[src/logic/timer_ctl_pkg.sv]
// Package: register map, field positions and constants of the timer control
package timer_ctl_pkg;
    localparam logic [7:0] CTRL_ADDR       = 8'hc8;
    localparam logic [7:0] CTRL_RESET      = 8'h00;
    localparam int         HI_OVF_BIT      = 7;
    localparam int         LO_OVF_BIT      = 6;
    localparam int         LO_IRQ_EN_BIT   = 5;
    localparam int         CAPTURE_EN_BIT  = 4;
    localparam int         SPLIT_BIT       = 3;
    localparam int         RUN_BIT         = 2;
    localparam int         UNUSED_BIT      = 1;
    localparam int         EXT_CLK_BIT     = 0;
    localparam logic [7:0] CTRL_WMASK      = 8'hfd;
    localparam int         SYS_DIV         = 12;
    localparam int         EXT_DIV         = 8;
    localparam logic [7:0] BYTE_MAX        = 8'hff;
    localparam logic [3:0] SYS_DIV_LAST    = 4'(SYS_DIV - 1);
    localparam logic [2:0] EXT_DIV_LAST    = 3'(EXT_DIV - 1);
endpackage

[src/logic/auto_reload_timer_control.sv]
// Control/status register and counting control of the auto-reload timer
//
// Overview of operation
// - High-byte overflow flag sets when high byte rolls from 0xff to its reload value.
// - In 16-bit mode the flag sets when the count wraps from 0xffff to the reload pair.
// - With timer interrupt enabled, a set high flag requests an interrupt.
// - Overflow flags are cleared only by software writes, never by hardware.
// - Low-byte overflow flag sets on every low-byte rollover, any mode.
// - Low-byte interrupt enable plus timer enable requests on low overflow.
// - Bit 4 enables capture mode when set, disables it when clear.
// - Split bit: 0 one 16-bit timer, 1 two 8-bit auto-reload timers.
// - Run control at bit 2 starts counting when 1, stops when 0.
// - In split mode run control gates only the high byte timer.
// - Bit 1 is unused: reads zero, writes ignored.
// - External select: 0 system clock/12, 1 synchronised external osc/8.
// - One external select serves both bytes; each byte picks its clock.
// - Control register at 0xc8, bit addressable, resets to zero.
// - Capture: osc/8 falling edge copies count to reload, sets high flag.
// - In 16-bit mode a wrap reloads the counter from the reload pair.
// - Byte clock-select 1 uses system clock, 0 the externally chosen one.
// - Software keeps 16-bit mode while capture mode is in use.
`timescale 1ns/100ps
module auto_reload_timer_control
    import timer_ctl_pkg::*;
(
    // Clock and reset
    input  wire logic       CLK,
    input  wire logic       RST_N,
    // Special-function register bus
    input  wire logic [7:0] SFR_ADDR,
    input  wire logic       SFR_WR,
    input  wire logic [7:0] SFR_WDATA,
    input  wire logic       SFR_BIT_WR,
    input  wire logic [2:0] SFR_BIT_SEL,
    input  wire logic       SFR_BIT_VAL,
    output logic      [7:0] SFR_RDATA,
    // Clock-select bits, interrupt enable and external oscillator from outside
    input  wire logic       HIGH_BYTE_CLOCK_SELECT,
    input  wire logic       LOW_BYTE_CLOCK_SELECT,
    input  wire logic       TIMER_IRQ_ENABLE,
    input  wire logic       EXT_OSC,
    // Reload writes from software
    input  wire logic       RELOAD_WR_LOW,
    input  wire logic       RELOAD_WR_HIGH,
    input  wire logic [7:0] RELOAD_WDATA,
    // Datapath view and interrupt
    output logic      [7:0] COUNT_LOW_BYTE,
    output logic      [7:0] COUNT_HIGH_BYTE,
    output logic      [7:0] RELOAD_LOW_BYTE,
    output logic      [7:0] RELOAD_HIGH_BYTE,
    output logic            TIMER_IRQ
);
    typedef struct packed {
        logic [7:0] ctrl;
        logic [7:0] cnt_lo;
        logic [7:0] cnt_hi;
        logic [7:0] rld_lo;
        logic [7:0] rld_hi;
        logic [3:0] presc;
        logic       irq;
    } timer_state_t;

    timer_state_t st_ff;
    timer_state_t nxt_st;
    logic         ext_tick;
    logic         ext_fall;

    ext_clk_capture_sync u_sync (
        .clk      (CLK),
        .rst_n    (RST_N),
        .ext_osc  (EXT_OSC),
        .ext_tick (ext_tick),
        .ext_fall (ext_fall)
    );

    // Byte clock: system clock or the externally chosen slow tick
    function automatic logic byte_tick(input logic sys_sel,
                                       input logic ext_sel,
                                       input logic sys12,
                                       input logic ext8);
        byte_tick = sys_sel ? 1'b1 : (ext_sel ? ext8 : sys12);
    endfunction

    logic ctrl_hit;
    logic sys12;
    logic tick_lo;
    logic tick_hi;
    logic split;
    logic run;
    logic lo_wrap;
    logic hi_wrap;
    logic capture;
    logic [7:0] wr_val;
    logic [7:0] cw;

    always_comb begin
        nxt_st   = st_ff;
        ctrl_hit = (SFR_ADDR == CTRL_ADDR);
        sys12    = (st_ff.presc == SYS_DIV_LAST);
        nxt_st.presc = sys12 ? 4'h0 : 4'(st_ff.presc + 4'h1);
        split    = st_ff.ctrl[SPLIT_BIT];
        run      = st_ff.ctrl[RUN_BIT];
        // One external select shared by both bytes
        tick_lo  = byte_tick(LOW_BYTE_CLOCK_SELECT,
                             st_ff.ctrl[EXT_CLK_BIT], sys12, ext_tick);
        tick_hi  = byte_tick(HIGH_BYTE_CLOCK_SELECT,
                             st_ff.ctrl[EXT_CLK_BIT], sys12, ext_tick);
        // Capture assumes 16-bit mode; split copies bytes as they stand
        capture  = st_ff.ctrl[CAPTURE_EN_BIT] && ext_fall;
        lo_wrap  = 1'b0;
        hi_wrap  = 1'b0;
        if (split) begin
            // Low byte free-running in split mode
            if (tick_lo) begin
                lo_wrap = (st_ff.cnt_lo == BYTE_MAX);
                nxt_st.cnt_lo = lo_wrap ? st_ff.rld_lo
                              : 8'(st_ff.cnt_lo + 8'h01);
            end
            if (run && tick_hi) begin
                hi_wrap = (st_ff.cnt_hi == BYTE_MAX);
                nxt_st.cnt_hi = hi_wrap ? st_ff.rld_hi
                              : 8'(st_ff.cnt_hi + 8'h01);
            end
        end else if (run && tick_lo) begin
            lo_wrap = (st_ff.cnt_lo == BYTE_MAX);
            hi_wrap = lo_wrap && (st_ff.cnt_hi == BYTE_MAX);
            if (hi_wrap) begin
                nxt_st.cnt_lo = st_ff.rld_lo;
                nxt_st.cnt_hi = st_ff.rld_hi;
            end else begin
                nxt_st.cnt_lo = 8'(st_ff.cnt_lo + 8'h01);
                if (lo_wrap) begin
                    nxt_st.cnt_hi = 8'(st_ff.cnt_hi + 8'h01);
                end
            end
        end
        // Software reload writes; a capture in the same cycle wins
        if (RELOAD_WR_LOW) begin
            nxt_st.rld_lo = RELOAD_WDATA;
        end
        if (RELOAD_WR_HIGH) begin
            nxt_st.rld_hi = RELOAD_WDATA;
        end
        if (capture) begin
            nxt_st.rld_lo = st_ff.cnt_lo;
            nxt_st.rld_hi = st_ff.cnt_hi;
        end
        // Register write: whole byte or single bit
        wr_val = st_ff.ctrl;
        if (ctrl_hit && SFR_WR) begin
            wr_val = SFR_WDATA;
        end else if (ctrl_hit && SFR_BIT_WR) begin
            wr_val[SFR_BIT_SEL] = SFR_BIT_VAL;
        end
        cw = (wr_val & CTRL_WMASK) | (st_ff.ctrl & ~CTRL_WMASK);
        // Hardware set beats a same-cycle software clear
        if (hi_wrap || capture) begin
            cw[HI_OVF_BIT] = 1'b1;
        end
        if (lo_wrap) begin
            cw[LO_OVF_BIT] = 1'b1;
        end
        cw[UNUSED_BIT] = 1'b0;
        nxt_st.ctrl = cw;
        // Level request while a flag stands and enables allow
        nxt_st.irq = TIMER_IRQ_ENABLE && (cw[HI_OVF_BIT] ||
                     (cw[LO_IRQ_EN_BIT] && cw[LO_OVF_BIT]));
    end

    always_ff @(posedge CLK or negedge RST_N) begin
        if (!RST_N) begin
            st_ff      <= '0;
            st_ff.ctrl <= CTRL_RESET;
        end else begin
            st_ff <= nxt_st;
        end
    end

    assign SFR_RDATA        = ctrl_hit ? st_ff.ctrl : 8'h00;
    assign COUNT_LOW_BYTE   = st_ff.cnt_lo;
    assign COUNT_HIGH_BYTE  = st_ff.cnt_hi;
    assign RELOAD_LOW_BYTE  = st_ff.rld_lo;
    assign RELOAD_HIGH_BYTE = st_ff.rld_hi;
    assign TIMER_IRQ        = st_ff.irq;

    property p_hi_wrap_sets;
        @(posedge CLK) disable iff (!RST_N)
        hi_wrap |=> st_ff.ctrl[HI_OVF_BIT];
    endproperty
    a_hi_wrap_sets: assert property (p_hi_wrap_sets)
        else $error("high overflow did not set flag");

    property p_wide_wrap;
        @(posedge CLK) disable iff (!RST_N)
        (!split && run && tick_lo && st_ff.cnt_lo == 8'hff &&
         st_ff.cnt_hi == 8'hff) |=> st_ff.ctrl[HI_OVF_BIT] &&
        st_ff.cnt_lo == $past(st_ff.rld_lo) &&
        st_ff.cnt_hi == $past(st_ff.rld_hi);
    endproperty
    a_wide_wrap: assert property (p_wide_wrap)
        else $error("16-bit wrap did not reload and flag");

    property p_irq_high;
        @(posedge CLK) disable iff (!RST_N)
        (TIMER_IRQ_ENABLE && st_ff.ctrl[HI_OVF_BIT] &&
         $past(TIMER_IRQ_ENABLE)) |-> TIMER_IRQ;
    endproperty
    a_irq_high: assert property (p_irq_high)
        else $error("interrupt missing with high flag set");

    property p_no_hw_clear;
        @(posedge CLK) disable iff (!RST_N)
        ($past(st_ff.ctrl[LO_OVF_BIT]) && !st_ff.ctrl[LO_OVF_BIT])
        |-> $past(ctrl_hit && (SFR_WR || SFR_BIT_WR));
    endproperty
    a_no_hw_clear: assert property (p_no_hw_clear)
        else $error("low flag cleared without write");

    property p_no_hw_clear_hi;
        @(posedge CLK) disable iff (!RST_N)
        ($past(st_ff.ctrl[HI_OVF_BIT]) && !st_ff.ctrl[HI_OVF_BIT])
        |-> $past(ctrl_hit && (SFR_WR || SFR_BIT_WR));
    endproperty
    a_no_hw_clear_hi: assert property (p_no_hw_clear_hi)
        else $error("high flag cleared without write");

    property p_lo_wrap_sets;
        @(posedge CLK) disable iff (!RST_N)
        lo_wrap |=> st_ff.ctrl[LO_OVF_BIT];
    endproperty
    a_lo_wrap_sets: assert property (p_lo_wrap_sets)
        else $error("low overflow did not set flag");

    property p_unused_zero;
        @(posedge CLK) disable iff (!RST_N)
        !st_ff.ctrl[UNUSED_BIT];
    endproperty
    a_unused_zero: assert property (p_unused_zero)
        else $error("unused bit set");

    property p_stopped_hold;
        @(posedge CLK) disable iff (!RST_N)
        (!run && !capture) |=> st_ff.cnt_hi == $past(st_ff.cnt_hi);
    endproperty
    a_stopped_hold: assert property (p_stopped_hold)
        else $error("high byte moved while stopped");

    property p_capture_copy;
        @(posedge CLK) disable iff (!RST_N)
        capture |=> st_ff.rld_lo == $past(st_ff.cnt_lo) &&
        st_ff.ctrl[HI_OVF_BIT];
    endproperty
    a_capture_copy: assert property (p_capture_copy)
        else $error("capture did not copy count");

    property p_split_lo_runs;
        @(posedge CLK) disable iff (!RST_N)
        (split && LOW_BYTE_CLOCK_SELECT && st_ff.cnt_lo != 8'hff)
        |=> st_ff.cnt_lo == 8'($past(st_ff.cnt_lo) + 8'h01);
    endproperty
    a_split_lo_runs: assert property (p_split_lo_runs)
        else $error("split low byte not free running");
endmodule

[src/logic/ext_clk_capture_sync.sv]
// External clock divide-by-8, synchroniser and falling-edge capture strobe
`timescale 1ns/100ps
module ext_clk_capture_sync
    import timer_ctl_pkg::*;
(
    // Clock and reset
    input  wire logic clk,
    input  wire logic rst_n,
    // External oscillator level, asynchronous
    input  wire logic ext_osc,
    // Divided-clock tick and falling-edge strobe, system domain
    output logic      ext_tick,
    output logic      ext_fall
);
    typedef struct packed {
        logic       sync1;
        logic       sync2;
        logic       prev;
        logic [2:0] div;
        logic       div_msb_prev;
        logic       tick;
        logic       fall;
    } sync_state_t;

    sync_state_t st_ff;
    sync_state_t nxt_st;

    always_comb begin
        nxt_st = st_ff;
        nxt_st.sync1 = ext_osc;
        // First stage feeds only the second
        nxt_st.sync2 = st_ff.sync1;
        nxt_st.prev  = st_ff.sync2;
        nxt_st.tick  = 1'b0;
        nxt_st.fall  = 1'b0;
        if (st_ff.sync2 && !st_ff.prev) begin
            nxt_st.div  = (st_ff.div == EXT_DIV_LAST) ? 3'h0
                        : 3'(st_ff.div + 3'h1);
            nxt_st.tick = (st_ff.div == EXT_DIV_LAST);
        end
        nxt_st.div_msb_prev = st_ff.div[2];
        // One strobe per falling edge of osc/8
        nxt_st.fall = st_ff.div_msb_prev && !st_ff.div[2];
    end

    always_ff @(posedge clk or negedge rst_n) begin
        if (!rst_n) begin
            st_ff <= '0;
        end else begin
            st_ff <= nxt_st;
        end
    end

    assign ext_tick = st_ff.tick;
    assign ext_fall = st_ff.fall;

    property p_fall_single;
        @(posedge clk) disable iff (!rst_n)
        ext_fall |=> !ext_fall;
    endproperty
    a_fall_single: assert property (p_fall_single)
        else $error("capture strobe longer than one cycle");
endmodule

[config.mk]
export PLATFORM = sky130hd
export DESIGN_NAME = auto_reload_timer_control
export DESIGN_NICKNAME = d
export VERILOG_FILES = /design/src/logic/timer_ctl_pkg.sv /design/src/logic/auto_reload_timer_control.sv /design/src/logic/ext_clk_capture_sync.sv
export SDC_FILE = /design/constraint.sdc
export NUM_CORES = 1
export LEC_CHECK = 0
export BUFFER_PORTS_ARGS = -buffer_cell sky130_fd_sc_hd__buf_2
export CORE_ASPECT_RATIO = 1.2
export CORE_MARGIN = 2
export CORE_UTILIZATION = 29
export DETAILED_ROUTE_END_ITERATION = 6
export PLACE_DENSITY = 0.47
export SETUP_SLACK_MARGIN = 0.3
export SYNTH_ARGS = -nofsm -noshare
export SYNTH_HDL_FRONTEND = slang
export SYNTH_SLANG_ARGS = --single-unit
export TNS_END_PERCENT = 1
[constraint.sdc]
create_clock -name CLK -period 2.7 [get_ports CLK]
set_input_delay 0.675 -clock CLK [delete_from_list [all_inputs] [get_ports CLK]]
set_output_delay 0.675 -clock CLK [all_outputs]
set_load 0.05 [all_outputs]
======== Yosys cells after proc, flatten, opt, wreduce, memory -nomap -nowiden ========
Cells that the tools add are included.
storage, ports and cells
  flip-flop bits (word level) ............. 53
  output and inout port bits .............. 41
cells by class
  add/sub/neg operators ................... 4
  mux-type cells .......................... 31
  reduce and logical (&&, ||, !) cells .... 22
  $lt $le $gt $ge ......................... 2
  equal/unequal tests ..................... 7
operator list
  cell                   count
  $mux W8                10
  $mux W16               4
  $eq A8 B8 Y1 const B   3
  $add A8 B1 Y8 const B  2
  $mux W1                13
  $logic_and A1 B1 Y1    11
  $bwmux W8              1
  $reduce_bool A2 Y1     4
  $add A4 B1 Y4 const B  1
  $eq A4 B4 Y1 const B   1
  $lt A3 B4 Y1 const B   1
  $mux W4                1
  $ne A2 B1 Y1 const B   2
  $add A3 B1 Y3 const B  1
  $demux W1 S3           1
  $eq A3 B3 Y1 const B   1
  $ge A3 B1 Y1 const B   1
  $mux W3                1
  $reduce_and A3 Y1      1
  $reduce_bool A3 Y1     1
  $logic_not A1 Y1       2
  $logic_or A1 B1 Y1     2
  $reduce_and A2 Y1      1

======== Longest topological paths before layout ========
  depth in word-level cells ............... 11
  gate-level depth with buffers ........... 7
  mapped depth without buffers ............ 6

======== Cells and area by module ========
A second synthesis with hierarchy kept.
second synthesis, totals
  cell total of the unflattened synthesis .. 320
  area, all modules ....................... 3124.2 um2
by module, submodules not included
  module                     times used  cells an instance  sequential area each (um2)  area each (um2)
  auto_reload_timer_control  1           302                1101.1                      2797.7
  ext_clk_capture_sync       1           18                 225.2                       326.6

======== Least setup slack after synthesis ========
OpenSTA, ideal clock, no wires.
  kind .................................... input to output
  from .................................... input SFR_ADDR[5]
  to ...................................... output SFR_RDATA[6]
  path slack .............................. 0.110 ns
  data arrival time ....................... 1.915 ns
  stages .................................. 4
  path through ............................ nor4bb_1 buf_4 nand2_1 nor2_1
between the ends
  longest elaborated chain between the ends .. 2
ends and longest elaborated chain
  what                RTL line                          text
  start: declaration  auto_reload_timer_control.sv:30   input wire logic [7:0] SFR_ADDR,
  $eq A8 B8 Y1        auto_reload_timer_control.sv:98   ctrl_hit = (SFR_ADDR == CTRL_ADDR);
  $mux W8             auto_reload_timer_control.sv:179  assign SFR_RDATA = ctrl_hit ? st_ff.ctrl : 8'h00;
  end: declaration    auto_reload_timer_control.sv:36   output logic [7:0] SFR_RDATA,
Every way passes these cells.

======== Worst setup path after layout ========
  from .................................... input SFR_ADDR[5]
  to ...................................... output SFR_RDATA[2]
Same word-level chain as after synthesis.

==> summary.txt <==
STA
  – Period utilisation layout: 88.3%
  – Sum of negative setup slack: 0 ns
  – Worst-case clock skew: 0.00473 ns
  – Number of pins with negative max-slew slack in the final report: 0
  – Highest clock rate: between 0.4 and 0.5 GHz
  – Time the final worst path needs with I/O delays and setup: 2.38 ns
  – Final setup violation count: 0
  – Unrepaired setup endpoints after global routing: true
  – Slew margin rel.: 53.6%
  – Worst Tran Pin Value: 0.691 ns
  – Final hold viol count: 0

Power and ir drop
  – Pwr dens: 775 nW/um^2
  – Cell-internal power: 1.58 mW
  – Static leakage power: 1.64 nW
  – Total Power: 2.77 mW
  – Sequential share of power: 42.0%
  – Worst supply voltage drop on vdd: 0.393 mV
  – Share of total power in combinational logic: roughly a third
  – NetSw: 1.19 mW
  – Clock share of power: a little under a quarter
  – Switching part of the total power: 43.1%

Yosys
  – Syn_nets: 370
  – Summed instance area of the synthesized netlist: 3090 sq um
  – Cell count after synthesis: 327
  – Syn. warnings: 0
  – Cell type contributing the most total cell area after synthesis: sky130_fd_sc_hd__dfrtp_1
  – EDFF count, synth: 0
  – Leading cell types by total area after synthesis: sky130_fd_sc_hd__dfrtp_1, sky130_fd_sc_hd__buf_4, sky130_fd_sc_hd__mux2i_1
  – Top flip-flop cell by instance count after synthesis: sky130_fd_sc_hd__dfrtp_1
  – Synth Register Bits: between 50 and 60
  – Post-synthesis sequential area ratio: between 40% and 50%
  – Mean area per synthesized cell: 9.45 sq um
  – Synth cell count leaders: sky130_fd_sc_hd__dfrtp_1, sky130_fd_sc_hd__nand2_1, sky130_fd_sc_hd__buf_4, sky130_fd_sc_hd__o21ai_0, sky130_fd_sc_hd__mux2i_1
  – Proportion of register bits with asynchronous set or reset after synthesis: 100%
  – Cell with the most instances after synthesis: sky130_fd_sc_hd__dfrtp_1
  – Synth unique cells: between 50 and 60
  – Area fraction of the dominant cell type after synthesis: between 40% and 50%

Clocking
  – Clock insertion delay at the later pin of the skew report: 0.29 ns
  – Number of sinks handled by clock tree synthesis: 53
  – Number of buffers created by CTS: 5
  – Clock-pin slew on the worst setup and hold paths: approximately 0.07 ns
  – Maximum level of the CTS H-tree: 2
  – CTS Buffer Depth: 2
  – CTS Hold Bufs: 0
  – TritonCTS clock tree: yes
  – Clock tree root buffer cell: sky130_fd_sc_hd__clkbuf_16

Placed design
  – Dpl cell area: 3370 sq um
  – Post-DP HPWL: roughly 5.9 mm
  – Port bufs: 76
  – Placed Cells: a little under 500
  – Weighted congestion reported at the end of routability-driven placement: 0.810

Floorplanning
  – Cell Rows: 41
  – Initial core utilization: 29.5%
  – Floorplan die area: 11500 sq um
  – Die Span Y: about 120 um
  – Width of the die: 98.2 um
  – IO Count: 79
  – Core area: 10500 sq um

Drt
  – Detailed Route Iter0 Violations: around 110
  – Post-DR vias/cell: 4.95
  – Detail Route Antenna Nets: 0
  – Number of search-and-repair iterations in the first detailed-routing pass: 4
  – Post-Route WL: 7.94 mm
  – Routed vias: 2492
  – Total DRC errors in the routed layout: 0
  – DR WL/cell: 15.8 um

Setup path
  – Worst endpoint data arrival time: roughly 1.7 ns
  – Category of the worst setup path launch point: input pin
  – Minimum setup slack among reg-to-reg paths: between 0.5 and 0.6 ns
  – Required time reported for the critical path endpoint: slightly above 2 ns
  – Maximum fanout along the worst path: 6
  – Kind of capture point of the worst setup path: output port
  – Category of the critical setup timing path: in2out

Global routing
  – Via count of the first global-routing pass: 2411
  – Maximum number of pins on one net before global-route repair: 33
  – Overall routing resource usage: 13.9%
  – Antenna violations before repair: 0
  – Overflow left after global routing: 0
  – First-pass GRT wire length: 12.5 mm

Finish
  – Area grow syn2layout: 15.5%
  – Fill cells: 1138
  – Layout Cells excl Fill: 503
  – Area of all placed cells without fillers: 3570 sq um
  – Final #Nets: 416
  – Final core utilization: between 30% and 40%
  – Inserted Diodes: 0
  – Layout cell share with drive strength beyond 1: about 28%

Flow run
  – Max-cap violations: 0

Hold path
  – Worst min path class: reg2reg

Status
  – Outcome: complete, no violations
what timing repair did:
| action | CTS | global route |
|---|---|---|
| setup buffers | 0 | 2 |
| gates resized for setup | 1 | 10 |
| setup endpoints to repair | 1 | 7 |
| cloned | 0 | 2 |
layer usage:
layer	vias to the layer above	wire length [um]	track usage [%]
met2	76	3810	23.2
met1	1175	3520	17.6
met4	0	187	5.94
li1	1229	-	-
met5	-	0	0
met3	12	419	3.03
cells by family (layout without fill, tap and decap cells):
family	after synthesis	in the layout	share of synthesized area, %
other	1	1	0.121
XOR/XNOR	1	1	0.283
buffers and inverters	53	100	11.3
multiplexers	23	23	7.49
AO/OA/AOI/OAI	83	83	17.4
AND/OR/NAND/NOR	108	108	18.5
adder cells (fa/ha/maj)	5	5	2.02
flip-flops	53	53	42.9
registers in the layout, indices dropped and copies added (netlist names):
signal	count
COUNT_HIGH_BYTE	8
u_sync.ext_fall	1
st_ff	9
u_sync.nxt_st	3
split	1
TIMER_IRQ	1
u_sync.st_ff	4
RELOAD_LOW_BYTE	8
RELOAD_HIGH_BYTE	8
run	1
COUNT_LOW_BYTE	8
u_sync.ext_tick	1
final timing paths:
check                      cells past startpoint                  to              start
setup / recovery                               5        SFR_RDATA[2]        SFR_ADDR[5]
hold / removal                                 0    u_sync.nxt_st[6]   u_sync.nxt_st[7]
setup reg to reg                               6  COUNT_HIGH_BYTE[6]  COUNT_LOW_BYTE[0]
hold reg to reg                                0    u_sync.nxt_st[6]   u_sync.nxt_st[7]
max in group asynchronous                      2  RELOAD_LOW_BYTE[4]              RST_N
min in group asynchronous                      1    u_sync.nxt_st[7]              RST_N
stage by stage:
| stage | worst slack [ns] | hold slack, ns |
|---|---|---|
| 2_1_floorplan | 0.330 | 0.331 |
| 3_3_place_gp | 0.252 | 0.334 |
| 3_5_place_dp | 0.261 | 0.336 |
| 4_1_cts | 0.310 | 0.352 |
| 5_1_grt | 0.242 | 0.361 |
| 6_report | 0.316 | 0.349 |
final cells by class:
class | instances | area, sq um | area share [%]
Clock buffer | 7 | 133 | 3.71
Inverter | 6 | 22.5 | 0.631
Clock inverter | 1 | 7.51 | 0.210
Tap cell | 129 | 161 | 4.52
Sequential cell | 53 | 1330 | 37.1
Timing Repair Buffer | 86 | 477 | 13.3
Multi-Input combinational cell | 221 | 1440 | 40.4
worst max-delay path: stages:
cell and delay [ns]:
sky130_fd_sc_hd__buf_2 0.11, sky130_fd_sc_hd__nor4bb_4 0.31, sky130_fd_sc_hd__buf_4 0.20, sky130_fd_sc_hd__and3_1 0.18, sky130_fd_sc_hd__clkbuf_4 0.23
placed cells by master (no fill, tap or decap), types with 7 or more instances in the layout:
master                    synthesis  final
sky130_fd_sc_hd__dfrtp_1         53     53
sky130_fd_sc_hd__mux2i_1         22     22
sky130_fd_sc_hd__buf_2            2     74
sky130_fd_sc_hd__buf_4           35      7
sky130_fd_sc_hd__nand3_1         12     12
sky130_fd_sc_hd__nor3_1           7      7
sky130_fd_sc_hd__nor2_1          18     17
sky130_fd_sc_hd__nand2_1         41     40
sky130_fd_sc_hd__o21ai_0         26     26
sky130_fd_sc_hd__a21oi_1         18     18
power groups by stage:
stage	logic [mW]	clock network, mW	registers [mW]
2_1_floorplan	0.916	0	1.11
3_3_place_gp	0.961	0	1.18
3_5_place_dp	0.973	0	1.18
4_1_cts	0.978	0.661	1.17
5_1_grt	1.06	0.691	1.19
6_report	0.974	0.632	1.16
(Power assumes the default switching activity.)
